===== config.mk =====
export PLATFORM = sky130hd
export DESIGN_NAME = uart_register_bank
export DESIGN_NICKNAME = d
export VERILOG_FILES = /design/src/rtl/uart_bank_pkg.sv /design/src/rtl/uart_register_bank.sv /design/src/rtl/view_select.sv
export SDC_FILE = /design/constraint.sdc
export NUM_CORES = 1
export LEC_CHECK = 0
export BUFFER_PORTS_ARGS = -buffer_cell sky130_fd_sc_hd__buf_2
export CAP_MARGIN = 20
export CORE_ASPECT_RATIO = 1.1
export CORE_MARGIN = 1.5
export CORE_UTILIZATION = 50
export DETAILED_ROUTE_END_ITERATION = 8
export MAX_ROUTING_LAYER = met4
export PLACE_DENSITY = 0.86
export SKIP_LAST_GASP = 1
export SYNTH_ARGS = -nofsm -noshare
export SYNTH_HDL_FRONTEND = slang
export SYNTH_SLANG_ARGS = --single-unit

===== constraint.sdc =====
create_clock -name core_clk -period 9.4 [get_ports core_clk]
set_clock_uncertainty 0.05 [all_clocks]
set_input_delay 1.41 -clock core_clk [delete_from_list [all_inputs] [get_ports core_clk]]
set_output_delay 1.41 -clock core_clk [all_outputs]
set_load 0.01 [all_outputs]

===== src/rtl/uart_bank_pkg.sv =====
// constants, types and helpers shared by the banked uart register access logic
package uart_bank_pkg;

	// register offsets on the 3-bit host address
	localparam logic [2:0] OFS_DIV_LOW = 3'h0; // divisor low byte in divisor view
	localparam logic [2:0] OFS_DIV_HIGH = 3'h1; // divisor high byte / interrupt enable
	localparam logic [2:0] OFS_EXT_FEAT = 3'h2; // feature enable / fifo control
	localparam logic [2:0] OFS_LINE_FMT = 3'h3; // line format, reachable in every view
	localparam logic [2:0] OFS_RESUME_ONE = 3'h4; // resume char one / modem control
	localparam logic [2:0] OFS_RESUME_TWO = 3'h5; // resume char two
	localparam logic [2:0] OFS_STOP_ONE = 3'h6; // stop char one / halt-resume levels
	localparam logic [2:0] OFS_STOP_TWO = 3'h7; // stop char two / trigger levels / ready summary

	// line format values that open the alternate views
	localparam logic [7:0] LINE_FMT_DIV_VIEW = 8'h80;
	localparam logic [7:0] LINE_FMT_ENH_VIEW = 8'hBF;

	// field positions
	localparam int EXT_ENH_BIT = 4; // enhanced functions write enable
	localparam int MODEM_RDY_EN_BIT = 2; // ready summary enable
	localparam int MODEM_LOOP_BIT = 4; // loopback
	localparam int MODEM_THR_BIT = 6; // threshold register access
	localparam int MODEM_PRESCALE_BIT = 7; // divide-by-four prescaler
	localparam int INT_SLEEP_BIT = 4; // sleep mode enable

	// bits that only change while enhanced functions are enabled
	localparam logic [7:0] INT_ENH_MASK = 8'hF0;
	localparam logic [7:0] FIFO_ENH_MASK = 8'h30;
	localparam logic [7:0] MODEM_ENH_MASK = 8'hE0;

	// unused ready summary bit pairs read as zero
	localparam logic [1:0] RDY_PAD = 2'h0;

	// one channel's register set
	typedef struct packed {
		logic [7:0] div_low;
		logic [7:0] div_high;
		logic [7:0] int_enable;
		logic [7:0] fifo_ctl;
		logic [7:0] line_fmt;
		logic [7:0] ext_feat;
		logic [7:0] modem_ctl;
		logic [7:0] resume_one;
		logic [7:0] resume_two;
		logic [7:0] stop_one;
		logic [7:0] stop_two;
		logic [7:0] halt_resume;
		logic [7:0] trig_levels;
	} chan_cfg_t;

	localparam chan_cfg_t CFG_RESET = '0; // every register clears on reset

	// which register a host access reaches
	typedef enum logic [3:0] {
		SEL_NONE, SEL_DIV_LOW, SEL_DIV_HIGH, SEL_INT_EN, SEL_FIFO_CTL, SEL_LINE_FMT,
		SEL_EXT_FEAT, SEL_MODEM, SEL_RESUME_ONE, SEL_RESUME_TWO, SEL_STOP_ONE,
		SEL_STOP_TWO, SEL_HALT_RESUME, SEL_TRIG, SEL_RDY
	} reg_sel_t;

	// write that keeps the protected bits unless enhanced functions are on
	function automatic logic [7:0] guarded_write(input logic [7:0] old_val, input logic [7:0] new_val,
		input logic [7:0] mask, input logic allow);
		guarded_write = allow ? new_val : ((old_val & mask) | (new_val & ~mask));
	endfunction

endpackage


===== src/rtl/uart_register_bank.sv =====
// banked register file and host bus access for both uart channels
//
// How it works
// (RULE_01) ready bit 5 is channel B receive ready
// (RULE_02) ready summary: read-only, offset 7, enabled, no loopback
// (RULE_03) line format 80 maps divisor bytes at 0,1
// (RULE_04) line format BF maps resume/stop chars 4-7
// (RULE_05) line format BF maps feature enable at 2
// (RULE_06) offset 6 is halt/resume levels when enabled
// (RULE_07) offset 7 is trigger levels when enabled
// (RULE_08) host sets ready-enable, clears loopback, reads 7
// (RULE_09) modem bit 7 selects divide-by-four prescaler
// (RULE_10) host saves and restores line format
// (RULE_11) halt/resume levels written only when both enables set
// (RULE_12) enhanced bits locked while feature enable clear
// (RULE_13) divisor written only outside sleep mode
// (RULE_14) view decode is combinational on current registers
`timescale 1ns/1ps
module uart_register_bank import uart_bank_pkg::*; (
	input wire logic core_clk, // uart input clock
	input wire logic rst, // asynchronous reset, active high
	input wire logic ce, // clock enable, freezes all state when low
	input wire logic [1:0] channel_select_n, // bit 0 channel A, bit 1 channel B, active low
	input wire logic [2:0] addr, // host register address
	input wire logic host_wr_n, // host write strobe, active low
	input wire logic host_rd_n, // host read strobe, active low
	input wire logic [7:0] data_in, // host write data
	input wire logic [1:0] tx_ready, // per channel: transmit space at trigger level
	input wire logic [1:0] rx_ready, // per channel: receive above trigger or timeout
	output logic [7:0] data_out, // host read data
	output logic data_oe_n, // low while driving read data
	output logic [1:0] prescale_div4, // per channel prescaler select
	output chan_cfg_t cfg_a, // channel A registers
	output chan_cfg_t cfg_b // channel B registers
);

	chan_cfg_t cfg_ff [2]; // register sets, index 0 is channel A
	logic wr_prev_ff; // write strobe one cycle ago
	logic [7:0] rd_data_ff; // captured read value
	logic oe_n_ff; // read drive enable, active low

	logic cs_any; // either channel selected
	logic chan; // channel addressed, A wins when both selected
	chan_cfg_t cur; // addressed channel's registers
	reg_sel_t sel; // decoded register
	logic wr_fire; // one write per strobe
	logic rd_active; // read in progress this cycle
	logic enh_on; // enhanced writes allowed on addressed channel
	logic [7:0] rd_value; // read mux output

	// channel steering
	always_comb begin
		cs_any = !channel_select_n[0] || !channel_select_n[1]; // RULE_02
		chan = channel_select_n[0];
		cur = cfg_ff[chan];
		enh_on = cur.ext_feat[EXT_ENH_BIT];
		wr_fire = ce && cs_any && !host_wr_n && wr_prev_ff;
		rd_active = ce && cs_any && !host_rd_n;
	end

	// view decode for the addressed channel
	view_select u_view (
		.addr(addr),
		.cfg(cur),
		.sel(sel)
	);

	// write strobe edge history
	always_ff @(posedge core_clk or posedge rst) begin
		if (rst) begin
			wr_prev_ff <= 1'b1;
		end else if (ce) begin
			wr_prev_ff <= host_wr_n;
		end
	end

	// register writes, one per write strobe
	always_ff @(posedge core_clk or posedge rst) begin
		if (rst) begin
			cfg_ff[0] <= CFG_RESET;
			cfg_ff[1] <= CFG_RESET;
		end else if (wr_fire) begin
			case (sel)
				SEL_DIV_LOW: begin
					// divisor frozen once sleep mode is on
					if (!cur.int_enable[INT_SLEEP_BIT]) cfg_ff[chan].div_low <= data_in; // RULE_13
				end
				SEL_DIV_HIGH: begin
					if (!cur.int_enable[INT_SLEEP_BIT]) cfg_ff[chan].div_high <= data_in; // RULE_13
				end
				SEL_INT_EN: begin
					cfg_ff[chan].int_enable <= guarded_write(cur.int_enable, data_in, INT_ENH_MASK, enh_on); // RULE_12
				end
				SEL_FIFO_CTL: begin
					cfg_ff[chan].fifo_ctl <= guarded_write(cur.fifo_ctl, data_in, FIFO_ENH_MASK, enh_on); // RULE_12
				end
				SEL_MODEM: begin
					// prescaler bit sits among the protected bits
					cfg_ff[chan].modem_ctl <= guarded_write(cur.modem_ctl, data_in, MODEM_ENH_MASK, enh_on); // RULE_09
				end
				SEL_LINE_FMT: cfg_ff[chan].line_fmt <= data_in;
				SEL_EXT_FEAT: cfg_ff[chan].ext_feat <= data_in; // RULE_05
				SEL_RESUME_ONE: cfg_ff[chan].resume_one <= data_in; // RULE_04
				SEL_RESUME_TWO: cfg_ff[chan].resume_two <= data_in; // RULE_04
				SEL_STOP_ONE: cfg_ff[chan].stop_one <= data_in; // RULE_04
				SEL_STOP_TWO: cfg_ff[chan].stop_two <= data_in; // RULE_04
				SEL_HALT_RESUME: cfg_ff[chan].halt_resume <= data_in; // RULE_11
				SEL_TRIG: cfg_ff[chan].trig_levels <= data_in; // RULE_07
				default: begin
					// ready summary and unmapped offsets ignore writes
				end
			endcase
		end
	end

	// read mux
	always_comb begin
		case (sel)
			SEL_DIV_LOW: rd_value = cur.div_low;
			SEL_DIV_HIGH: rd_value = cur.div_high;
			SEL_INT_EN: rd_value = cur.int_enable;
			SEL_LINE_FMT: rd_value = cur.line_fmt;
			SEL_EXT_FEAT: rd_value = cur.ext_feat;
			SEL_MODEM: rd_value = cur.modem_ctl;
			SEL_RESUME_ONE: rd_value = cur.resume_one;
			SEL_RESUME_TWO: rd_value = cur.resume_two;
			SEL_STOP_ONE: rd_value = cur.stop_one;
			SEL_STOP_TWO: rd_value = cur.stop_two;
			SEL_HALT_RESUME: rd_value = cur.halt_resume;
			SEL_TRIG: rd_value = cur.trig_levels;
			SEL_RDY: rd_value = {RDY_PAD, rx_ready, RDY_PAD, tx_ready}; // RULE_01
			default: rd_value = 8'h00; // fifo control is write only here
		endcase
	end

	// read data capture and drive enable
	always_ff @(posedge core_clk or posedge rst) begin
		if (rst) begin
			rd_data_ff <= 8'h00;
			oe_n_ff <= 1'b1;
		end else if (ce) begin
			oe_n_ff <= !rd_active;
			if (rd_active) rd_data_ff <= rd_value;
		end
	end

	// outputs straight from flops
	assign data_out = rd_data_ff;
	assign data_oe_n = oe_n_ff;
	assign prescale_div4 = {cfg_ff[1].modem_ctl[MODEM_PRESCALE_BIT], cfg_ff[0].modem_ctl[MODEM_PRESCALE_BIT]}; // RULE_09
	assign cfg_a = cfg_ff[0];
	assign cfg_b = cfg_ff[1];

	// checks
	logic [207:0] cfg_all; // both register sets, for stability checks
	assign cfg_all = {cfg_ff[1], cfg_ff[0]};
endmodule


===== src/rtl/view_select.sv =====
// register view decode from address, line format, feature and modem control
`timescale 1ns/1ps
module view_select import uart_bank_pkg::*; (
	input wire logic [2:0] addr, // host address
	input wire chan_cfg_t cfg, // selected channel's registers
	output reg_sel_t sel // register reached
);

	logic div_view; // divisor latch view
	logic enh_view; // enhanced bank view
	logic thr_view; // threshold registers reachable
	logic rdy_view; // ready summary reachable

	// purely combinational, so a view change holds from the next access
	always_comb begin // RULE_14
		div_view = (cfg.line_fmt == LINE_FMT_DIV_VIEW); // RULE_03
		enh_view = (cfg.line_fmt == LINE_FMT_ENH_VIEW); // RULE_04
		thr_view = cfg.ext_feat[EXT_ENH_BIT] && cfg.modem_ctl[MODEM_THR_BIT]; // RULE_06
		rdy_view = cfg.modem_ctl[MODEM_RDY_EN_BIT] && !cfg.modem_ctl[MODEM_LOOP_BIT]; // RULE_02
		sel = SEL_NONE;
		case (addr)
			OFS_DIV_LOW: sel = div_view ? SEL_DIV_LOW : SEL_NONE; // RULE_03
			OFS_DIV_HIGH: sel = div_view ? SEL_DIV_HIGH : SEL_INT_EN; // RULE_03
			OFS_EXT_FEAT: sel = enh_view ? SEL_EXT_FEAT : SEL_FIFO_CTL; // RULE_05
			OFS_LINE_FMT: sel = SEL_LINE_FMT; // RULE_10
			OFS_RESUME_ONE: sel = enh_view ? SEL_RESUME_ONE : SEL_MODEM; // RULE_04
			OFS_RESUME_TWO: sel = enh_view ? SEL_RESUME_TWO : SEL_NONE; // RULE_04
			OFS_STOP_ONE: begin
				// stop char wins in enhanced bank, else threshold levels
				if (enh_view) sel = SEL_STOP_ONE; // RULE_04
				else if (thr_view) sel = SEL_HALT_RESUME; // RULE_06
				else sel = SEL_NONE;
			end
			OFS_STOP_TWO: begin
				// ready summary takes priority over trigger levels
				if (enh_view) sel = SEL_STOP_TWO; // RULE_04
				else if (rdy_view) sel = SEL_RDY; // RULE_02
				else if (thr_view) sel = SEL_TRIG; // RULE_07
				else sel = SEL_NONE;
			end
			default: sel = SEL_NONE;
		endcase
	end

endmodule

==> results.cfg <==
[final_layout]
layout-drive-gt1-share_pct = 42.29
layout_common_cells = buf_2, dfrtp_1, mux2_2
final_cells = 1314
area_growth_pct = 20.11
final_common_cell = buf_2
fill_cells = 1654
nets = 1064

[logic_synthesis]
yosysSeqAreaShare_pct = 52.50
synth-edff-count = 0
synth_area_leader_cell = dfrtp_1
synth_fp_nets = 854
ys_warn_count = 0
ys_seq_elements = 218
ys_async_sr_fraction_pct = 100.0
synth_cell_types = 67
synthTopCellsByArea = dfrtp_1, mux2_2, mux2i_1
synth_top_area_share_pct = 51.99
syn_inst = 832
syn_area_um2 = 10400
synth-main-ff-cell = dfrtp_1
syn_area_per_cell_um2 = 12.50

[global_routing]
grt_pass1_wl_um = 52470
grt_pass1_vias = 8418
grt_max_degree = 145
track_usage_pct = 33.33
antenna_found_initial = 0
gr-total-overflow = 0

[clock_tree]
cts_sinks = 218
cts_setup_buffers = 0
h-tree-depth = 1
cts-hold-fix-buffers = 0
path_clk_slew_ns = 0.06
clkLatencyLatePin_ns = 0.51
cts_tree = yes
cts_made_buffers = 22
cts_max_path_buffers = 3
cts-root-buf = clkbuf_16
postCtsResizedCells = 0

[route]
routed-via-count = 8567
avgRoutedWirePerCell_um = 26.87
drt_pass1_iterations = 5
drt_iter0_markers = 779
via_per_inst = 6.520
antenna_left = 0
drc = 0
drt-total-wl_um = 35300

[timing]
worst_slew_pin_slew_ns = 1.094
slew_violations = 0
fin_tns_setup_ns = 0
min_period_ns = 5.135
grt_setup_unrepaired = no
finalSetupViolCount = 0
hold_viol = 0
post-route-period-util_pct = 54.63
relSlewSlack_pct = 26.52
max_freq_mhz = 194.8

[worst_setup_path]
cpMaxStageDelayCell = a221oi_4
crit_top_cell = buf_4
worstSetupStartpointType = primary input
worst_ep_required_time_ns = 9.74
max_stage_delay_ns = 0.74
worstSetupPathType = in2reg
r2r_slack_ns = 5.79
cp-end-kind = register
cp_cell_sequence = buf_4, buf_4, or3b_1, a22o_1, a21o_1, a21oi_1, a221oi_4, mux4_2, a221o_1
arrival_ns = 5.48
cp_max_fo = 45

[floorplan]
die_h_um = 154.2
die_width_um = 140.5
start_util_pct = 50.70
core_um2 = 20510
rows = 55
dieArea_um2 = 21670
ios = 241

[placement]
numPlacedInstances = 1274
place_congestion = 0.9697
hpwl_um = 24880
port_buffers = 240

[power]
powerDensity_nw_per_um2 = 168.4
finalPower_mw = 2.102
ir_worst_vdd_uv = 122.7
p_leak_nw = 6.509

[run]
cap_violations = 0

[hold_path]
hold_path.class = reg2reg

[outcome]
outcome = finished clean
worst max-delay path, delay by kind of cell:
| kind | cells | cell delay (ns) |
|---|---|---|
| AOI/OAI and AO/OA | 5 | 2.12 |
| buffers and inverters | 2 | 1.03 |
| muxes | 1 | 0.62 |
| and+or+nand+nor | 1 | 0.22 |
metrics by stage:
| step | utilization, % | setup WS (ns) | instance area (um^2) | hold slack (ns) |
|---|---|---|---|---|
| after CTS | 60.88 | 4.335 | 12480 | 0.4396 |
| after floorplan | - | 1.979 | 10400 | 0.4388 |
| after global placement | 57.08 | 3.877 | 11710 | 0.4303 |
| final | 60.89 | 4.265 | 12490 | 0.4441 |
| after global routing | 60.88 | 4.024 | 12480 | 0.4653 |
| after detailed placement | 57.08 | 3.825 | 11710 | 0.4290 |
cells in the mapped netlist, drive strengths merged, types with 18 or more instances:
| master | n |
|---|---|
| dfrtp | 216 |
| o22ai | 18 |
| clkbuf | 30 |
| mux2 | 128 |
| a22o | 41 |
| o2bb2ai | 45 |
| mux2i | 56 |
| a21oi | 21 |
| nor2 | 30 |
| nand2 | 59 |
| nand3 | 21 |
| buf | 29 |
layer usage:
metal | routed length (um) | global-route usage (%) | up-vias | part of all wire [%]
li1 | - | - | 3569 | -
met1 | 13810 | 43.67 | 4369 | 39
met2 | 16880 | 52.81 | 536 | 48
met3 | 3267 | 5.418 | 93 | 9.3
met4 | 1353 | 12.40 | 0 | 3.8
met5 | 0 | - | - | 0
power by group:
group / leakage [nW] / internal, mW / switching, mW
Sequential: 3.02 / 0.962 / 0.0241
Clock: 0.388 / 0.568 / 0.372
Combinational: 3.10 / 0.0609 / 0.116
Total: 6.51 / 1.59 / 0.511
worst paths after layout:
kind | cells after the start | from | endpoint
worst min register to register | 2 | data_oe_n | data_oe_n
worst max register to register | 7 | register | data_out[1]
min in group asynchronous | 2 | rst | async pin
worst min-delay path | 2 | data_oe_n | data_oe_n
max in group asynchronous | 3 | rst | async pin
worst max-delay path | 9 | channel_select_n[0] | data_out[1]
cells by family after synthesis:
group	after synthesis	synth area share, %
flops	218	52.50
simple gates	182	9.267
mux	199	22.51
buf+inv	65	2.780
compound gates	168	12.95
final cells by class:
cell class / count / area [um^2] / share of cell area [%]
well taps: 256 / 320.3 / 2.565
inverters: 6 / 30.03 / 0.2405
diodes: 1 / 2.502 / 0.02004
multi-input cells: 549 / 4656 / 37.28
clock inverters: 9 / 127.6 / 1.022
repair buffers: 245 / 1241 / 9.940
flip-flops and latches: 218 / 5458 / 43.71
clock buffers: 30 / 651.9 / 5.220
(Power assumes the default switching activity.)
